**src/hw/twc_pkg.sv**
```systemverilog
package twc_pkg;

  typedef logic [31:0] twc_word_t;
  typedef logic [5:0]  twc_addr_t;
  typedef logic [15:0] twc_cnt_t;
  typedef logic [1:0]  twc_sel_t;
  typedef enum logic {DIR_UP, DIR_DOWN} twc_dir_e;

  // ----------------------------------------------------------------
  // register map
  // ----------------------------------------------------------------
  localparam twc_addr_t ADDR_MODE   = 6'h00;
  localparam twc_addr_t ADDR_CTRL   = 6'h04;
  localparam twc_addr_t ADDR_CMPC   = 6'h08;
  localparam twc_addr_t ADDR_STATUS = 6'h0c;
  localparam twc_addr_t ADDR_COUNT  = 6'h10;

  // ----------------------------------------------------------------
  // mode fields
  // ----------------------------------------------------------------
  localparam int MODE_WAVE_LSB = 13;
  localparam int MODE_EXT_EN   = 12;
  localparam int MODE_SRC_LSB  = 10;
  localparam int MODE_EDGE_LSB = 8;
  localparam int MODE_CDIS     = 7;
  localparam int MODE_CSTOP    = 6;
  localparam twc_word_t MODE_MASK = 32'h0000_7fc0;
  localparam twc_word_t MODE_RST  = 32'h0000_0000;
  localparam twc_cnt_t  CMPC_RST  = 16'hffff;
  localparam twc_cnt_t  CNT_MAX   = 16'hffff;
  localparam twc_cnt_t  CNT_ZERO  = 16'h0000;
  localparam twc_cnt_t  CNT_ONE   = 16'h0001;

  // control command bits and status bits
  localparam int CTRL_ENABLE  = 0;
  localparam int CTRL_DISABLE = 1;
  localparam int CTRL_TRIGGER = 2;
  localparam int STAT_CLK_EN  = 0;
  localparam int STAT_RUN     = 1;
  localparam int STAT_DOWN    = 2;
  localparam int STAT_B_IN    = 3;
  localparam int STAT_C_HIT   = 4;

  // ----------------------------------------------------------------
  // encodings
  // ----------------------------------------------------------------
  localparam twc_sel_t WAVE_COUNT_UP                     = 2'h0;
  localparam twc_sel_t WAVE_COUNT_UP_THEN_DOWN           = 2'h1;
  localparam twc_sel_t WAVE_COUNT_UP_WITH_COMPARE_C_TRIGGER    = 2'h2;
  localparam twc_sel_t WAVE_COUNT_BIDIR_WITH_COMPARE_C_TRIGGER = 2'h3;
  localparam twc_sel_t SRC_LINE_B = 2'h0;
  localparam twc_sel_t SRC_EXT_0  = 2'h1;
  localparam twc_sel_t SRC_EXT_1  = 2'h2;
  localparam twc_sel_t SRC_EXT_2  = 2'h3;
  localparam twc_sel_t EDGE_NONE  = 2'h0;
  localparam twc_sel_t EDGE_RISE  = 2'h1;
  localparam twc_sel_t EDGE_FALL  = 2'h2;
  localparam twc_sel_t EDGE_BOTH  = 2'h3;

endpackage

```
**src/hw/twc_edge.sv**
```systemverilog
`timescale 1ns/10ps
module twc_edge
  import twc_pkg::*;
(
  input  wire logic     i_clk,
  input  wire logic     i_rstn,
  input  wire logic     i_ce,
  input  wire logic     i_sig,
  input  wire twc_sel_t i_edge_sel,
  output logic          o_evt
);
  logic prev;

  always_ff @(posedge i_clk or negedge i_rstn) begin
    if (!i_rstn) begin
      prev <= 1'b0;
    end else if (i_ce) begin
      prev <= i_sig;
    end
  end

  always_comb begin
    unique case (i_edge_sel)
      EDGE_NONE: o_evt = 1'b0;
      EDGE_RISE: o_evt = i_sig & ~prev;
      EDGE_FALL: o_evt = ~i_sig & prev;
      EDGE_BOTH: o_evt = i_sig ^ prev;
    endcase
  end
endmodule

```
**src/hw/twc_top.sv**
```systemverilog
// The Avalon-MM interface to the registers and the placing of the registers were decided locally.
`timescale 1ns/10ps
module twc_top (
  input  wire logic            I_CORE_CLK,
  input  wire logic            I_RSTN,
  input  wire logic            I_CLK_EN,
  input  wire twc_pkg::twc_addr_t I_AVS_ADDRESS,
  input  wire logic            I_AVS_READ,
  input  wire logic            I_AVS_WRITE,
  input  wire twc_pkg::twc_word_t I_AVS_WRITEDATA,
  input  wire logic [3:0]      I_AVS_BYTEENABLE,
  output twc_pkg::twc_word_t   O_AVS_READDATA,
  output logic                 O_AVS_WAITREQUEST,
  input  wire logic            I_COUNT_TICK,
  input  wire logic            I_EXT_CLOCK_IN_0,
  input  wire logic            I_EXT_CLOCK_IN_1,
  input  wire logic            I_EXT_CLOCK_IN_2,
  input  wire logic            I_WAVE_LINE_B,
  output logic                 O_WAVE_LINE_B,
  output logic                 O_WAVE_LINE_B_OE,
  output logic                 O_WAVE_OUT_A
);
  import twc_pkg::*;

  twc_word_t mode;
  twc_cnt_t  cmpc;
  twc_cnt_t  cnt;
  twc_cnt_t  next_cnt;
  twc_dir_e  dir;
  twc_dir_e  next_dir;
  logic      clk_enabled;
  logic      running;
  logic      c_hit;
  twc_word_t rd_word;
  logic      ev_sig;
  logic      evt;

  // ----------------------------------------------------------------
  // field decode
  // ----------------------------------------------------------------
  twc_sel_t wave;
  twc_sel_t src;
  twc_sel_t edge_sel;
  logic     ext_en;
  logic     cdis;
  logic     cstop;
  assign wave     = mode[MODE_WAVE_LSB +: 2];
  assign src      = mode[MODE_SRC_LSB +: 2];
  assign edge_sel = mode[MODE_EDGE_LSB +: 2];
  assign ext_en   = mode[MODE_EXT_EN];
  assign cdis     = mode[MODE_CDIS];
  assign cstop    = mode[MODE_CSTOP];

  function automatic twc_word_t be_merge(twc_word_t old, twc_word_t nw, logic [3:0] be);
    twc_word_t r;
    r = old;
    for (int i = 0; i < 4; i++) begin
      if (be[i]) begin
        r[8*i +: 8] = nw[8*i +: 8];
      end
    end
    return r;
  endfunction

  // ----------------------------------------------------------------
  // avalon slave: one wait cycle, then accept
  // ----------------------------------------------------------------
  logic wr_go;
  logic rd_cap;
  assign wr_go  = I_CLK_EN && I_AVS_WRITE && !O_AVS_WAITREQUEST;
  assign rd_cap = I_CLK_EN && I_AVS_READ && O_AVS_WAITREQUEST;

  always_ff @(posedge I_CORE_CLK or negedge I_RSTN) begin
    if (!I_RSTN) begin
      O_AVS_WAITREQUEST <= 1'b1;
    end else if (I_CLK_EN) begin
      O_AVS_WAITREQUEST <= !((I_AVS_READ || I_AVS_WRITE) && O_AVS_WAITREQUEST);
    end
  end

  always_comb begin
    rd_word = '0;
    unique case (I_AVS_ADDRESS)
      ADDR_MODE:   rd_word = mode;
      ADDR_CMPC:   rd_word = {16'h0000, cmpc};
      ADDR_COUNT:  rd_word = {16'h0000, cnt};
      ADDR_STATUS: begin
        rd_word[STAT_CLK_EN] = clk_enabled;
        rd_word[STAT_RUN]    = running;
        rd_word[STAT_DOWN]   = (dir == DIR_DOWN);
        rd_word[STAT_B_IN]   = !O_WAVE_LINE_B_OE;
        rd_word[STAT_C_HIT]  = c_hit;
      end
      default:     rd_word = '0;
    endcase
  end

  always_ff @(posedge I_CORE_CLK or negedge I_RSTN) begin
    if (!I_RSTN) begin
      O_AVS_READDATA <= '0;
    end else if (rd_cap) begin
      O_AVS_READDATA <= rd_word;
    end
  end

  always_ff @(posedge I_CORE_CLK or negedge I_RSTN) begin
    if (!I_RSTN) begin
      mode <= MODE_RST;
      cmpc <= CMPC_RST;
    end else if (wr_go) begin
      if (I_AVS_ADDRESS == ADDR_MODE) begin
        mode <= be_merge(mode, I_AVS_WRITEDATA, I_AVS_BYTEENABLE) & MODE_MASK;
      end
      if (I_AVS_ADDRESS == ADDR_CMPC) begin
        cmpc <= twc_cnt_t'(be_merge({16'h0000, cmpc}, I_AVS_WRITEDATA, I_AVS_BYTEENABLE));
      end
    end
  end

  logic cmd_en;
  logic cmd_dis;
  logic trig_sw;
  assign cmd_en  = wr_go && I_AVS_ADDRESS == ADDR_CTRL && I_AVS_BYTEENABLE[0] && I_AVS_WRITEDATA[CTRL_ENABLE];
  assign cmd_dis = wr_go && I_AVS_ADDRESS == ADDR_CTRL && I_AVS_BYTEENABLE[0] && I_AVS_WRITEDATA[CTRL_DISABLE];
  assign trig_sw = wr_go && I_AVS_ADDRESS == ADDR_CTRL && I_AVS_BYTEENABLE[0] && I_AVS_WRITEDATA[CTRL_TRIGGER];

  // ----------------------------------------------------------------
  // external event
  // ----------------------------------------------------------------
  always_comb begin
    unique case (src)
      SRC_LINE_B: ev_sig = I_WAVE_LINE_B;
      SRC_EXT_0:  ev_sig = I_EXT_CLOCK_IN_0;
      SRC_EXT_1:  ev_sig = I_EXT_CLOCK_IN_1;
      SRC_EXT_2:  ev_sig = I_EXT_CLOCK_IN_2;
    endcase
  end

  twc_edge u_edge (
    .i_clk      (I_CORE_CLK),
    .i_rstn     (I_RSTN),
    .i_ce       (I_CLK_EN),
    .i_sig      (ev_sig),
    .i_edge_sel (edge_sel),
    .o_evt      (evt)
  );

  // ----------------------------------------------------------------
  // counter
  // ----------------------------------------------------------------
  logic     trig;
  logic     tick_go;
  logic     c_arrive;
  twc_cnt_t top;
  assign trig    = I_CLK_EN && (trig_sw || (evt && ext_en));
  assign tick_go = I_CLK_EN && I_COUNT_TICK && clk_enabled && running;
  assign top     = (wave == WAVE_COUNT_BIDIR_WITH_COMPARE_C_TRIGGER) ? cmpc : CNT_MAX;

  always_comb begin
    next_cnt = cnt;
    next_dir = dir;
    if (trig) begin
      next_cnt = CNT_ZERO;
      next_dir = DIR_UP;
    end else if (tick_go) begin
      unique case (wave)
        WAVE_COUNT_UP: next_cnt = cnt + CNT_ONE;
        WAVE_COUNT_UP_WITH_COMPARE_C_TRIGGER:
          next_cnt = (cnt == cmpc) ? CNT_ZERO : cnt + CNT_ONE;
        WAVE_COUNT_UP_THEN_DOWN, WAVE_COUNT_BIDIR_WITH_COMPARE_C_TRIGGER: begin
          if (dir == DIR_UP) begin
            if (cnt >= top && cnt != CNT_ZERO) begin
              next_dir = DIR_DOWN;
              next_cnt = cnt - CNT_ONE;
            end else begin
              next_cnt = cnt + CNT_ONE;
            end
          end else if (cnt == CNT_ZERO) begin
            next_dir = DIR_UP;
            next_cnt = CNT_ONE;
          end else begin
            next_cnt = cnt - CNT_ONE;
          end
        end
      endcase
    end
  end

  // counter arriving at C, seen once per arrival
  assign c_arrive = tick_go && !trig && next_cnt == cmpc && cnt != cmpc;

  always_ff @(posedge I_CORE_CLK or negedge I_RSTN) begin
    if (!I_RSTN) begin
      cnt <= CNT_ZERO;
      dir <= DIR_UP;
    end else if (I_CLK_EN) begin
      cnt <= next_cnt;
      dir <= next_dir;
    end
  end

  // ----------------------------------------------------------------
  // counter clock gating
  // ----------------------------------------------------------------
  // disable beats enable so a stray enable cannot mask the compare
  always_ff @(posedge I_CORE_CLK or negedge I_RSTN) begin
    if (!I_RSTN) begin
      clk_enabled <= 1'b0;
    end else if (I_CLK_EN) begin
      if (cmd_dis || (c_arrive && cdis)) begin
        clk_enabled <= 1'b0;
      end else if (cmd_en) begin
        clk_enabled <= 1'b1;
      end
    end
  end

  always_ff @(posedge I_CORE_CLK or negedge I_RSTN) begin
    if (!I_RSTN) begin
      running <= 1'b0;
    end else if (I_CLK_EN) begin
      if (trig) begin
        running <= 1'b1;
      end else if (c_arrive && cstop) begin
        running <= 1'b0;
      end
    end
  end

  // set wins over clear-on-read
  always_ff @(posedge I_CORE_CLK or negedge I_RSTN) begin
    if (!I_RSTN) begin
      c_hit <= 1'b0;
    end else if (I_CLK_EN) begin
      if (c_arrive) begin
        c_hit <= 1'b1;
      end else if (rd_cap && I_AVS_ADDRESS == ADDR_STATUS) begin
        c_hit <= 1'b0;
      end
    end
  end

  // ----------------------------------------------------------------
  // waveform lines
  // ----------------------------------------------------------------
  always_ff @(posedge I_CORE_CLK or negedge I_RSTN) begin
    if (!I_RSTN) begin
      O_WAVE_OUT_A     <= 1'b0;
      O_WAVE_LINE_B    <= 1'b0;
      O_WAVE_LINE_B_OE <= 1'b0;
    end else if (I_CLK_EN) begin
      O_WAVE_OUT_A     <= O_WAVE_OUT_A ^ evt ^ c_arrive;
      O_WAVE_LINE_B_OE <= (src != SRC_LINE_B);
      if (src != SRC_LINE_B) begin
        O_WAVE_LINE_B <= O_WAVE_LINE_B ^ evt ^ c_arrive;
      end
    end
  end
endmodule

```
**config.mk**
```make
export PLATFORM = sky130hd
export DESIGN_NAME = twc_top
export DESIGN_NICKNAME = d
export VERILOG_FILES = /design/src/hw/twc_pkg.sv /design/src/hw/twc_edge.sv /design/src/hw/twc_top.sv
export SDC_FILE = /design/constraint.sdc
export NUM_CORES = 1
export LEC_CHECK = 0
export BUFFER_PORTS_ARGS = -buffer_cell sky130_fd_sc_hd__buf_2
export CAP_MARGIN = 25
export CORE_ASPECT_RATIO = 1.25
export CORE_MARGIN = 5
export CORE_UTILIZATION = 55
export DETAILED_ROUTE_END_ITERATION = 12
export MAX_ROUTING_LAYER = met4
export PLACE_DENSITY = 0.79
export REMOVE_ABC_BUFFERS = 1
export SYNTH_ARGS = -nofsm -noshare
export SYNTH_HDL_FRONTEND = slang
export SYNTH_SLANG_ARGS = --single-unit
```
**constraint.sdc**
```tcl
create_clock -name I_CORE_CLK -period 5.5 [get_ports I_CORE_CLK]
set_input_delay 0.275 -clock I_CORE_CLK [delete_from_list [all_inputs] [get_ports I_CORE_CLK]]
set_output_delay 0.275 -clock I_CORE_CLK [all_outputs]
set_load 0.01 [all_outputs]
```
==> flow_metrics.env, run 1 <==
export IMPL_yosysTopAreaCell="dfrtp_1"
export IMPL_remaining_drc_errors=0
export IMPL_ys_top_cells_by_area="dfrtp_1 22%, dfstp_2 8.1%, mux2_2 5.1%, nor2_1 4.9%, ha_1 4.7%"
export IMPL_cts_buffers=9
export IMPL_skew_ns=0.00964
export IMPL_power_share_clock_pct=45.2
export IMPL_antenna_left=0
export IMPL_synth_top_area_share_pct=22.1
export IMPL_arrival_ns=5.35
export IMPL_start_kind="flip-flop"
export IMPL_io_buffer_count=53
export IMPL_grt_max_degree=67
export IMPL_h_tree_depth=3
export IMPL_drt_first_iter_violations=641
export IMPL_min_path_type="input pin to asynchronous set/reset pin"
export IMPL_synth_async_reset_ratio_pct=100
export IMPL_globalRouteOverflowTotal=0
export IMPL_p_int_uw=994
export IMPL_status="finished, final reports clean"
export IMPL_cts_resized=0
export IMPL_grt_pass1_wl_um=29700
export IMPL_fp_dieW_um=99.8
export IMPL_max_clock_freq_ghz=0.195
export IMPL_synth_cell_type_count=82
export IMPL_synth_avg_cell_area_um2=8.19
export IMPL_finalWeightedCongestion=0.997
export IMPL_die_h_um=122
export IMPL_core_area_mm2=0.0100
export IMPL_dp_hpwl_um=13900
export IMPL_tightest_slew_ns=1.04
export IMPL_period_needed_ns=5.13
export IMPL_synth_edf_count=0
export IMPL_p_sw_share_pct=29.6
export IMPL_setup_viol=0
export IMPL_ys_warnings_count=0
export IMPL_p_switching_uw=418
export IMPL_firstDrtPassIters=6
export IMPL_rsz0062_at_grt="no"
export IMPL_power_leakage_uw=0.00269
export IMPL_ys_ff_latch=66
export IMPL_clock_latency_ns=0.34
export IMPL_slew_violations=0
export IMPL_area_growth_pct=12.4
export IMPL_cp_max_fo=17
export IMPL_path_clk_slew_ns=0.06
export IMPL_std_cell_rows=41
export IMPL_whs_ns=0.115
export IMPL_grt_usage_pct=32.6
export IMPL_setup_worst_path_end_class="flip-flop"
export IMPL_hold_buffers=0
export IMPL_grt_pass1_vias=5615
export IMPL_peakVddDrop_mv=0.215
export IMPL_wl_per_cell_um=22.2
export IMPL_wl_um=18900
export IMPL_cts_path_max_buffers=2
export IMPL_p_seq_share_pct=38.3
export IMPL_synth_area_mm2=0.00555
export IMPL_tns_ns=0
export IMPL_fin_nets=792
export IMPL_io_pins=88
export IMPL_die_area_mm2=0.0122
export IMPL_path_class="flip-flop to flip-flop"
export IMPL_antenna_found_initial=0
export IMPL_antennaDiodeCount=0
export IMPL_start_util_pct=55.5
export IMPL_hold_viol_final=0
export IMPL_drive_gt1_share_pct=21.0
export IMPL_syn_inst=677
export IMPL_slew_headroom_pct=30.4
export IMPL_cts_setup_buffers=0
export IMPL_drv_cap=0
export IMPL_cts_sinks=66
export IMPL_cts_tree="done"
export IMPL_timing_final_crit_share_pct=93.3
export IMPL_ys_seq_area_share_pct=30.2
export IMPL_clock_tree_root_cell="clkbuf_16"
export IMPL_powerDensity_mw_per_mm2=226
export IMPL_synth_main_ff_cell="dfrtp_1"
export IMPL_vias=5743
export IMPL_viasPerCell=6.73
export IMPL_comb_power_share_pct=16.4
export IMPL_cp_required_ns=5.72
final timing paths:
check | start | end | slack, ns | depth (start not counted)
max | mode[11]$_DFFE_PN0P_ | O_WAVE_LINE_B$_DFFE_PN0P_ | 0.37 | 12
min | I_RSTN | cnt[10]$_DFFE_PN0P_ | 0.11 | 2
max reg2reg | mode[11]$_DFFE_PN0P_ | O_WAVE_LINE_B$_DFFE_PN0P_ | 0.37 | 12
min reg2reg | O_AVS_READDATA[3]$_DFFE_PN0P_ | O_AVS_READDATA[3]$_DFFE_PN0P_ | 0.48 | 2
max in group asynchronous | I_RSTN | cnt[5]$_DFFE_PN0P_ | 4.77 | 2
min in group I_CORE_CLK | I_AVS_WRITEDATA[6] | mode[6]$_DFFE_PN0P_ | 0.16 | 3
metal layers:
layer  track usage [%]  part of all wire [%]  wire [um]  up-vias
met5                 -                     0          0        -
met4              17.5                   4.9        930        0
met3              5.80                   9.5       1810       82
met2              52.8                    49       9240      387
met1              38.5                    37       6950     2736
li1                  -                     -          -     2538
worst max-delay path, cell delays in order, from the launching register on:
cell       delay (ns)
dfrtp_1          0.38
mux4_2           0.54
ha_1             0.30
nand2b_1         0.17
a311oi_1         0.50
o21a_1           0.71
nor2_1           0.16
a311oi_1         0.36
nand4b_1         0.20
a2111oi_1        0.34
or4b_1           0.66
or2_4            0.35
a221o_1          0.33
cell usage in the layout, fill, tap and decap left out, drive strengths merged, types with 4 or more instances in the layout:
master	synthesis	final
ha	21	21
o21ai	49	49
nand2b	6	6
clkbuf	38	10
nand3	20	20
mux2	26	26
or4	10	10
or3	7	7
xnor2	29	29
nand4	10	10
buf	23	77
a31oi	7	7
o211ai	5	5
a211oi	7	7
nor3	20	20
and3	4	4
dfrtp	49	49
nand2	68	68
dfstp	17	17
nand4b	5	5
xor2	7	7
inv	20	20
nor4	15	15
a311oi	4	4
nor2	73	73
o22ai	4	4
conb	1	16
or2	8	8
o31ai	4	4
o21a	8	8
a21oi	32	32
a22oi	13	13
mux2i	11	11
a2111oi	5	5
power groups by stage:
stage / combinational (uW) / clock (uW) / sequential, uW
after floorplan: 134 / 0 / 544
after global placement: 216 / 0 / 546
after detailed placement: 224 / 0 / 548
after CTS: 225 / 637 / 540
after global routing: 254 / 660 / 544
final: 232 / 639 / 541
through the flow:
stage	power [uW]	cell area (um2)	util [%]	worst slack, ns	cells
5_1_grt	1460	6240	62.3	0.157	853
3_5_place_dp	772	5890	58.9	0.522	835
6_report	1410	6240	62.3	0.369	853
2_1_floorplan	677	5300	-	0.879	631
4_1_cts	1400	6220	62.1	0.514	851
3_3_place_gp	762	5890	58.8	0.588	834
cell families after synthesis:
| family | share of synthesized area (%) |
|---|---|
| XOR/XNOR | 5.68 |
| other | 0.0676 |
| buffers and inverters | 6.79 |
| adder cells (fa/ha/maj) | 4.74 |
| flip-flops | 30.2 |
| multiplexers | 7.67 |
| AND/OR/NAND/NOR | 23.7 |
| AO/OA/AOI/OAI | 21.2 |
final cells by class:
type                       instances  area, um2
clock buffer                      10        229
clock inverter                     6       92.6
fill                             880       3770
inverter                          20       75.1
multi-input combinational        545       3550
sequential                        66       1670
tap                              129        161
timing repair buffer              77        450
state kept, by name, summed over array words and instances (netlist names):
register	cells
O_AVS_READDATA	16
cmpc	16
cnt	16
mode	9
O_AVS_WAITREQUEST	1
O_WAVE_LINE_B	1
O_WAVE_LINE_B_OE	1
O_WAVE_OUT_A	1
c_hit	1
clk_enabled	1
dir	1
running	1
u_edge.prev	1
synth_stat cells (all sizes together), types with 3 or more instances:
cell,number
nor4b,3
or2,8
o221ai,3
nor2b,3
nor2,73
nor3,20
a2111oi,5
a211oi,7
nand4b,5
o21ai,49
o22ai,4
nand3,20
buf,23
a22oi,13
a21oi,32
o2111ai,3
o211ai,5
a311oi,4
a31oi,7
nand2b,6
o21a,8
nand2,68
dfrtp,49
xnor2,29
nor4,15
or3,7
inv,20
nand4,10
o311ai,3
and2,3
o2111a,3
dfstp,17
and3,4
xor2,7
or4,10
mux2i,11
mux2,26
o31ai,4
clkbuf,38
ha,21
a21o,3
a221oi,3
Power figures use the tool's default switching activity.
==> inputs of run 2 (changes only) <==
==> constraint.sdc (replaced) <==
create_clock -name I_CORE_CLK -period 5 [get_ports I_CORE_CLK]
set_input_delay 0.25 -clock I_CORE_CLK [delete_from_list [all_inputs] [get_ports I_CORE_CLK]]
set_output_delay 0.25 -clock I_CORE_CLK [all_outputs]
set_load 0.01 [all_outputs]
==> run 2 against run 1 <==
Final cell count up 2.2%. Sequential power up 9.1%. Setup slack worse by 0.070 ns. Sequential share of layout area down 0.77 points. Total power up 15%. Utilization up 1.8 points. Critical path depth up 4. Critical endpoint unchanged.
==> flow_metrics.env, run 2 (synthesis results as in run 1) <==
export IMPL_multi_input_area_mm2=0.00358
export IMPL_path_clk_slew_ns=0.06
export IMPL_tightest_slew_ns=1.04
export IMPL_wl_um=20500
export IMPL_firstDrtPassIters=6
export IMPL_place_area_mm2=0.00604
export IMPL_layout_common_cells="71 x nor2_1, 65 x nand2_1, 54 x buf_2"
export IMPL_power_leakage_uw=0.00280
export IMPL_clock_latency_ns=0.35
export IMPL_dp_hpwl_um=15500
export IMPL_std_cell_rows=41
export IMPL_io_pins=88
export IMPL_finalWeightedCongestion=1.00
export IMPL_hold_buffers=0
export IMPL_tns_ns=0
export IMPL_grt_usage_pct=35.3
export IMPL_area_growth_pct=15.7
export IMPL_die_area_mm2=0.0122
export IMPL_io_buffer_count=53
export IMPL_slew_violations=0
export IMPL_status="finished, final reports clean"
export IMPL_h_tree_depth=3
export IMPL_grt_use_met3_pct=6.65
export IMPL_grt_pass1_vias=5906
export IMPL_peakVddDrop_mv=0.297
export IMPL_viasPerCell=6.76
export IMPL_drv_cap=0
export IMPL_fin_util_pct=64.2
export IMPL_wl_per_cell_um=23.5
export IMPL_stdcell_area_mm2=0.00642
export IMPL_clock_tree_root_cell="clkbuf_16"
export IMPL_met1_usage_pct=39.8
export IMPL_top_regs="O_AVS_READDATA (16), cmpc (16), cnt (16)"
export IMPL_start_util_pct=55.5
export IMPL_reg2reg_from="mode[13]$_DFFE_PN0P_"
export IMPL_slew_headroom_pct=30.1
export IMPL_fp_dieW_um=99.8
export IMPL_grt_busiest_layer="met2"
export IMPL_antenna_left=0
export IMPL_vias=5894
export IMPL_grt_max_degree=67
export IMPL_cts_buffers=9
export IMPL_antenna_found_initial=0
export IMPL_hold_viol_final=0
export IMPL_cts_tree="done"
export IMPL_cts_setup_buffers=0
export IMPL_seq_area_mm2=0.00167
export IMPL_globalRouteOverflowTotal=0
export IMPL_min_path_type="input pin to asynchronous set/reset pin"
export IMPL_fillerInstances=846
export IMPL_cts_path_max_buffers=2
export IMPL_final_common_cell="nor2_1"
export IMPL_cp_max_fo=10
export IMPL_crit_chain="nand2_1 > or2_2 > ha_1 > a31oi_1 > nor2b_1 > o311ai_2 > nand3_1 > buf_4 > or3_1 > o311ai_1 > xnor2_1 > o2111ai_1 > or4b_1 > buf_4 > mux2i_1 > a221o_1"
export IMPL_crit_end="O_WAVE_LINE_B$_DFFE_PN0P_"
export IMPL_arrival_ns=4.93
export IMPL_period_needed_ns=4.70
export IMPL_start_kind="flip-flop"
export IMPL_cp_slowest_stage_delay_ns=0.61
export IMPL_path_class="flip-flop to flip-flop"
export IMPL_cts_resized=0
export IMPL_die_h_um=122
export IMPL_core_area_mm2=0.0100
export IMPL_drive_gt1_share_pct=23.7
export IMPL_powerDensity_mw_per_mm2=254
export IMPL_whs_ns=0.0932
export IMPL_timing_rr_end="O_WAVE_LINE_B$_DFFE_PN0P_"
export IMPL_max_clock_freq_ghz=0.213
export IMPL_crit_top_cell="buf_4"
export IMPL_setup_worst_path_end_class="flip-flop"
export IMPL_regToRegSetupSlack_ns=0.30
export IMPL_setup_viol=0
export IMPL_rsz0062_at_grt="no"
export IMPL_antennaDiodeCount=0
export IMPL_use_met2_pct=57.5
export IMPL_crit_cells=16
export IMPL_timing_final_crit_share_pct=94.0
export IMPL_skew_ns=0.00716
export IMPL_remaining_drc_errors=0
export IMPL_path_buf_inv=2
export IMPL_cts_sinks=66
export IMPL_cp_required_ns=5.22
export IMPL_crit_family="simple AND/OR/NAND/NOR gates"
export IMPL_grt_pass1_wl_um=31900
export IMPL_drt_first_iter_violations=533
export IMPL_crit_start="mode[13]$_DFFE_PN0P_"
export IMPL_cpMaxStageDelayCell="or4b_1"
export IMPL_fin_nets=811
export IMPL_r2r_cells=16
-- run 2: cell count changes in the layout (fill, tap and decap cells not counted), sizes merged --
cell	previous run	this run
bufinv	2	3
clkinvlp	2	1
clkinv	2	1
inv	20	21
buf	77	96
-- run 2: layer usage --
layer  up-vias  wire (um)
li1       2580          -
met1      2795       7290
met2       396       9930
met3       123       1770
met4         0       1500
met5         -          0
-- run 2: final cells by class --
type | count | area share, %
Clock buffer | 10 | 3.57
Clock inverter | 6 | 1.79
Inverter | 20 | 1.17
Tap cell | 129 | 2.51
Timing Repair Buffer | 96 | 9.18
Sequential cell | 66 | 26.1
Multi-Input combinational cell | 545 | 55.7
-- run 2: worst min-delay path by stage --
stage                                          end  slack [ns]  depth (start not counted)
floorplan            O_AVS_READDATA[0]$_DFFE_PN0P_       -0.05                          0
global placement    O_AVS_READDATA[13]$_DFFE_PN0P_        0.46                          2
detailed placement   O_AVS_READDATA[4]$_DFFE_PN0P_        0.47                          2
CTS                            cnt[15]$_DFFE_PN0P_        0.14                          2
global route                  mode[14]$_DFFE_PN0P_        0.15                          2
finish                         cnt[15]$_DFFE_PN0P_        0.09                          2
-- run 2: stage by stage --
step / instances / setup WS [ns] / total power (uW)
6_report: 872 / 0.299 / 1630
5_1_grt: 872 / 0.120 / 1680
4_1_cts: 870 / 0.0505 / 1610
3_5_place_dp: 854 / 0.0938 / 863
3_3_place_gp: 854 / 0.272 / 855
2_1_floorplan: 631 / 0.379 / 745
-- run 2: where the power goes --
group | switching, uW | internal, uW | total (uW)
combinational | 172 | 103 | 275
sequential | 32.8 | 558 | 590
clock | 273 | 490 | 764
-- run 2: worst register-to-register path: stages (launching register included) --
cell,delay (ns)
dfrtp_1,0.35
nand2_1,0.23
or2_2,0.36
ha_1,0.28
a31oi_1,0.16
nor2b_1,0.09
o311ai_2,0.36
nand3_1,0.23
buf_4,0.23
or3_1,0.37
o311ai_1,0.13
xnor2_1,0.26
o2111ai_1,0.26
or4b_1,0.61
buf_4,0.20
mux2i_1,0.12
a221o_1,0.33
==> inputs of run 3 (changes only) <==
==> constraint.sdc (replaced) <==
create_clock -name I_CORE_CLK -period 5.94 [get_ports I_CORE_CLK]
set_input_delay 0.297 -clock I_CORE_CLK [delete_from_list [all_inputs] [get_ports I_CORE_CLK]]
set_output_delay 0.297 -clock I_CORE_CLK [all_outputs]
set_load 0.01 [all_outputs]
==> run 3 against run 2 <==
First-iteration DRC count up 26%. Maximum frequency down 6.0%. Critical path depth down 3. Flip-flop and latch count unchanged. Global-route usage down 2.0 points. Via count down 4.4%. Critical path type unchanged. Critical endpoint unchanged. Largest power group unchanged.
==> flow_metrics.env, run 3 (synthesis results as in run 1) <==
export IMPL_status="finished, final reports clean"
export IMPL_multi_input_area_mm2=0.00356
export IMPL_path_class="flip-flop to flip-flop"
export IMPL_period_needed_ns=5.00
export IMPL_tightest_slew_ns=1.06
export IMPL_setup_worst_path_end_class="flip-flop"
export IMPL_cp_required_ns=6.16
export IMPL_slew_violations=0
export IMPL_cts_sinks=66
export IMPL_peakVddDrop_mv=0.196
export IMPL_cp_max_fo=11
export IMPL_core_area_mm2=0.0100
export IMPL_timing_final_crit_share_pct=84.2
export IMPL_slew_headroom_pct=29.4
export IMPL_drv_cap=0
export IMPL_io_buffer_count=53
export IMPL_cp_slowest_stage_delay_ns=0.57
export IMPL_grt_pass1_vias=5540
export IMPL_hold_buffers=0
export IMPL_area_growth_pct=12.1
export IMPL_hold_viol_final=0
export IMPL_power_leakage_uw=0.00268
export IMPL_rsz0062_at_grt="no"
export IMPL_r2r_cells=13
export IMPL_cts_path_max_buffers=2
export IMPL_drive_gt1_share_pct=20.3
export IMPL_arrival_ns=5.22
export IMPL_fillerInstances=858
export IMPL_setup_viol=0
export IMPL_grt_usage_pct=33.3
export IMPL_die_h_um=122
export IMPL_crit_family="compound AO/OA/AOI/OAI gates"
export IMPL_clock_latency_ns=0.34
export IMPL_h_tree_depth=3
export IMPL_start_util_pct=55.5
export IMPL_crit_top_cell="nand4b_1"
export IMPL_antennaDiodeCount=0
export IMPL_start_kind="flip-flop"
export IMPL_tns_ns=0
export IMPL_powerDensity_mw_per_mm2=222
export IMPL_min_path_type="input pin to asynchronous set/reset pin"
export IMPL_cts_resized=0
export IMPL_std_cell_rows=41
export IMPL_grt_pass1_wl_um=30200
export IMPL_fp_dieW_um=99.8
export IMPL_wl_um=19300
export IMPL_globalRouteOverflowTotal=0
export IMPL_seq_area_mm2=0.00167
export IMPL_vias=5634
export IMPL_fin_nets=784
export IMPL_grt_max_degree=67
export IMPL_io_pins=88
export IMPL_firstDrtPassIters=7
export IMPL_path_buf_inv=0
export IMPL_remaining_drc_errors=0
export IMPL_finalWeightedCongestion=0.972
export IMPL_dp_hpwl_um=13800
export IMPL_top_regs="O_AVS_READDATA (16), cmpc (16), cnt (16)"
export IMPL_cts_setup_buffers=0
export IMPL_wl_per_cell_um=22.8
export IMPL_antenna_found_initial=0
export IMPL_layout_common_cells="72 x nor2_1, 65 x nand2_1, 53 x buf_2"
export IMPL_stdcell_area_mm2=0.00622
export IMPL_cts_buffers=9
export IMPL_crit_cells=13
export IMPL_viasPerCell=6.67
export IMPL_crit_chain="mux4_2 > ha_1 > nand2b_1 > a311oi_1 > o21a_1 > nor2_1 > nand4b_1 > a41o_1 > nand4b_1 > a2111oi_1 > or4b_1 > or2_4 > a221o_1"
export IMPL_clock_tree_root_cell="clkbuf_16"
export IMPL_total_power_uw=1380
export IMPL_skew_ns=0.00776
export IMPL_antenna_left=0
export IMPL_drt_first_iter_violations=669
export IMPL_path_clk_slew_ns=0.06
export IMPL_fin_ws_ns=0.940
export IMPL_final_common_cell="nor2_1"
export IMPL_cpMaxStageDelayCell="or4b_1"
export IMPL_die_area_mm2=0.0122
export IMPL_cts_tree="done"
export IMPL_dp_slack_ns=0.972
export IMPL_place_area_mm2=0.00585
export IMPL_max_clock_freq_ghz=0.200
==> run 3: final timing paths <==
kind	start	endpoint	slack, ns
setup / recovery	mode[11]$_DFFE_PN0P_	O_WAVE_LINE_B$_DFFE_PN0P_	0.94
setup reg to reg	mode[11]$_DFFE_PN0P_	O_WAVE_LINE_B$_DFFE_PN0P_	0.94
max in group asynchronous	I_RSTN	O_AVS_READDATA[5]$_DFFE_PN0P_	5.17
min in group I_CORE_CLK	I_AVS_WRITEDATA[6]	mode[6]$_DFFE_PN0P_	0.19
hold reg to reg	O_AVS_READDATA[14]$_DFFE_PN0P_	O_AVS_READDATA[14]$_DFFE_PN0P_	0.48
hold / removal	I_RSTN	cnt[10]$_DFFE_PN0P_	0.15
==> run 3: area by class of cell <==
class / count / area share, %
Tap cell: 129 / 2.60
Multi-Input combinational cell: 545 / 57.2
Inverter: 20 / 1.21
Clock inverter: 6 / 2.21
Clock buffer: 10 / 3.68
Sequential cell: 66 / 26.9
Timing Repair Buffer: 69 / 6.20
==> run 3: stage by stage <==
| stage | util (%) | cells | hold slack (ns) |
|---|---|---|---|
| 2_1_floorplan | - | 631 | 0.00141 |
| 6_report | 62.2 | 845 | 0.148 |
| 4_1_cts | 62.1 | 844 | 0.191 |
| 3_3_place_gp | 58.4 | 828 | 0.461 |
| 3_5_place_dp | 58.4 | 828 | 0.465 |
| 5_1_grt | 62.2 | 845 | 0.192 |
==> run 3: per-layer routing <==
layer / routed length (um) / track usage [%] / part of all wire [%] / up-vias
met4: 1200 / 20.8 / 6.2 / 0
met5: 0 / - / 0 / -
li1: - / - / - / 2524
met2: 9320 / 52.4 / 48 / 341
met1: 7360 / 40.2 / 38 / 2666
met3: 1390 / 4.60 / 7.2 / 103
==> run 3: power by group <==
part / leakage [uW] / switching [uW] / internal [uW]
sequential: 0.000817 / 35.1 / 469
clock: 0.000177 / 214 / 455
combinational: 0.00168 / 131 / 77.7
total: 0.00268 / 379 / 1000
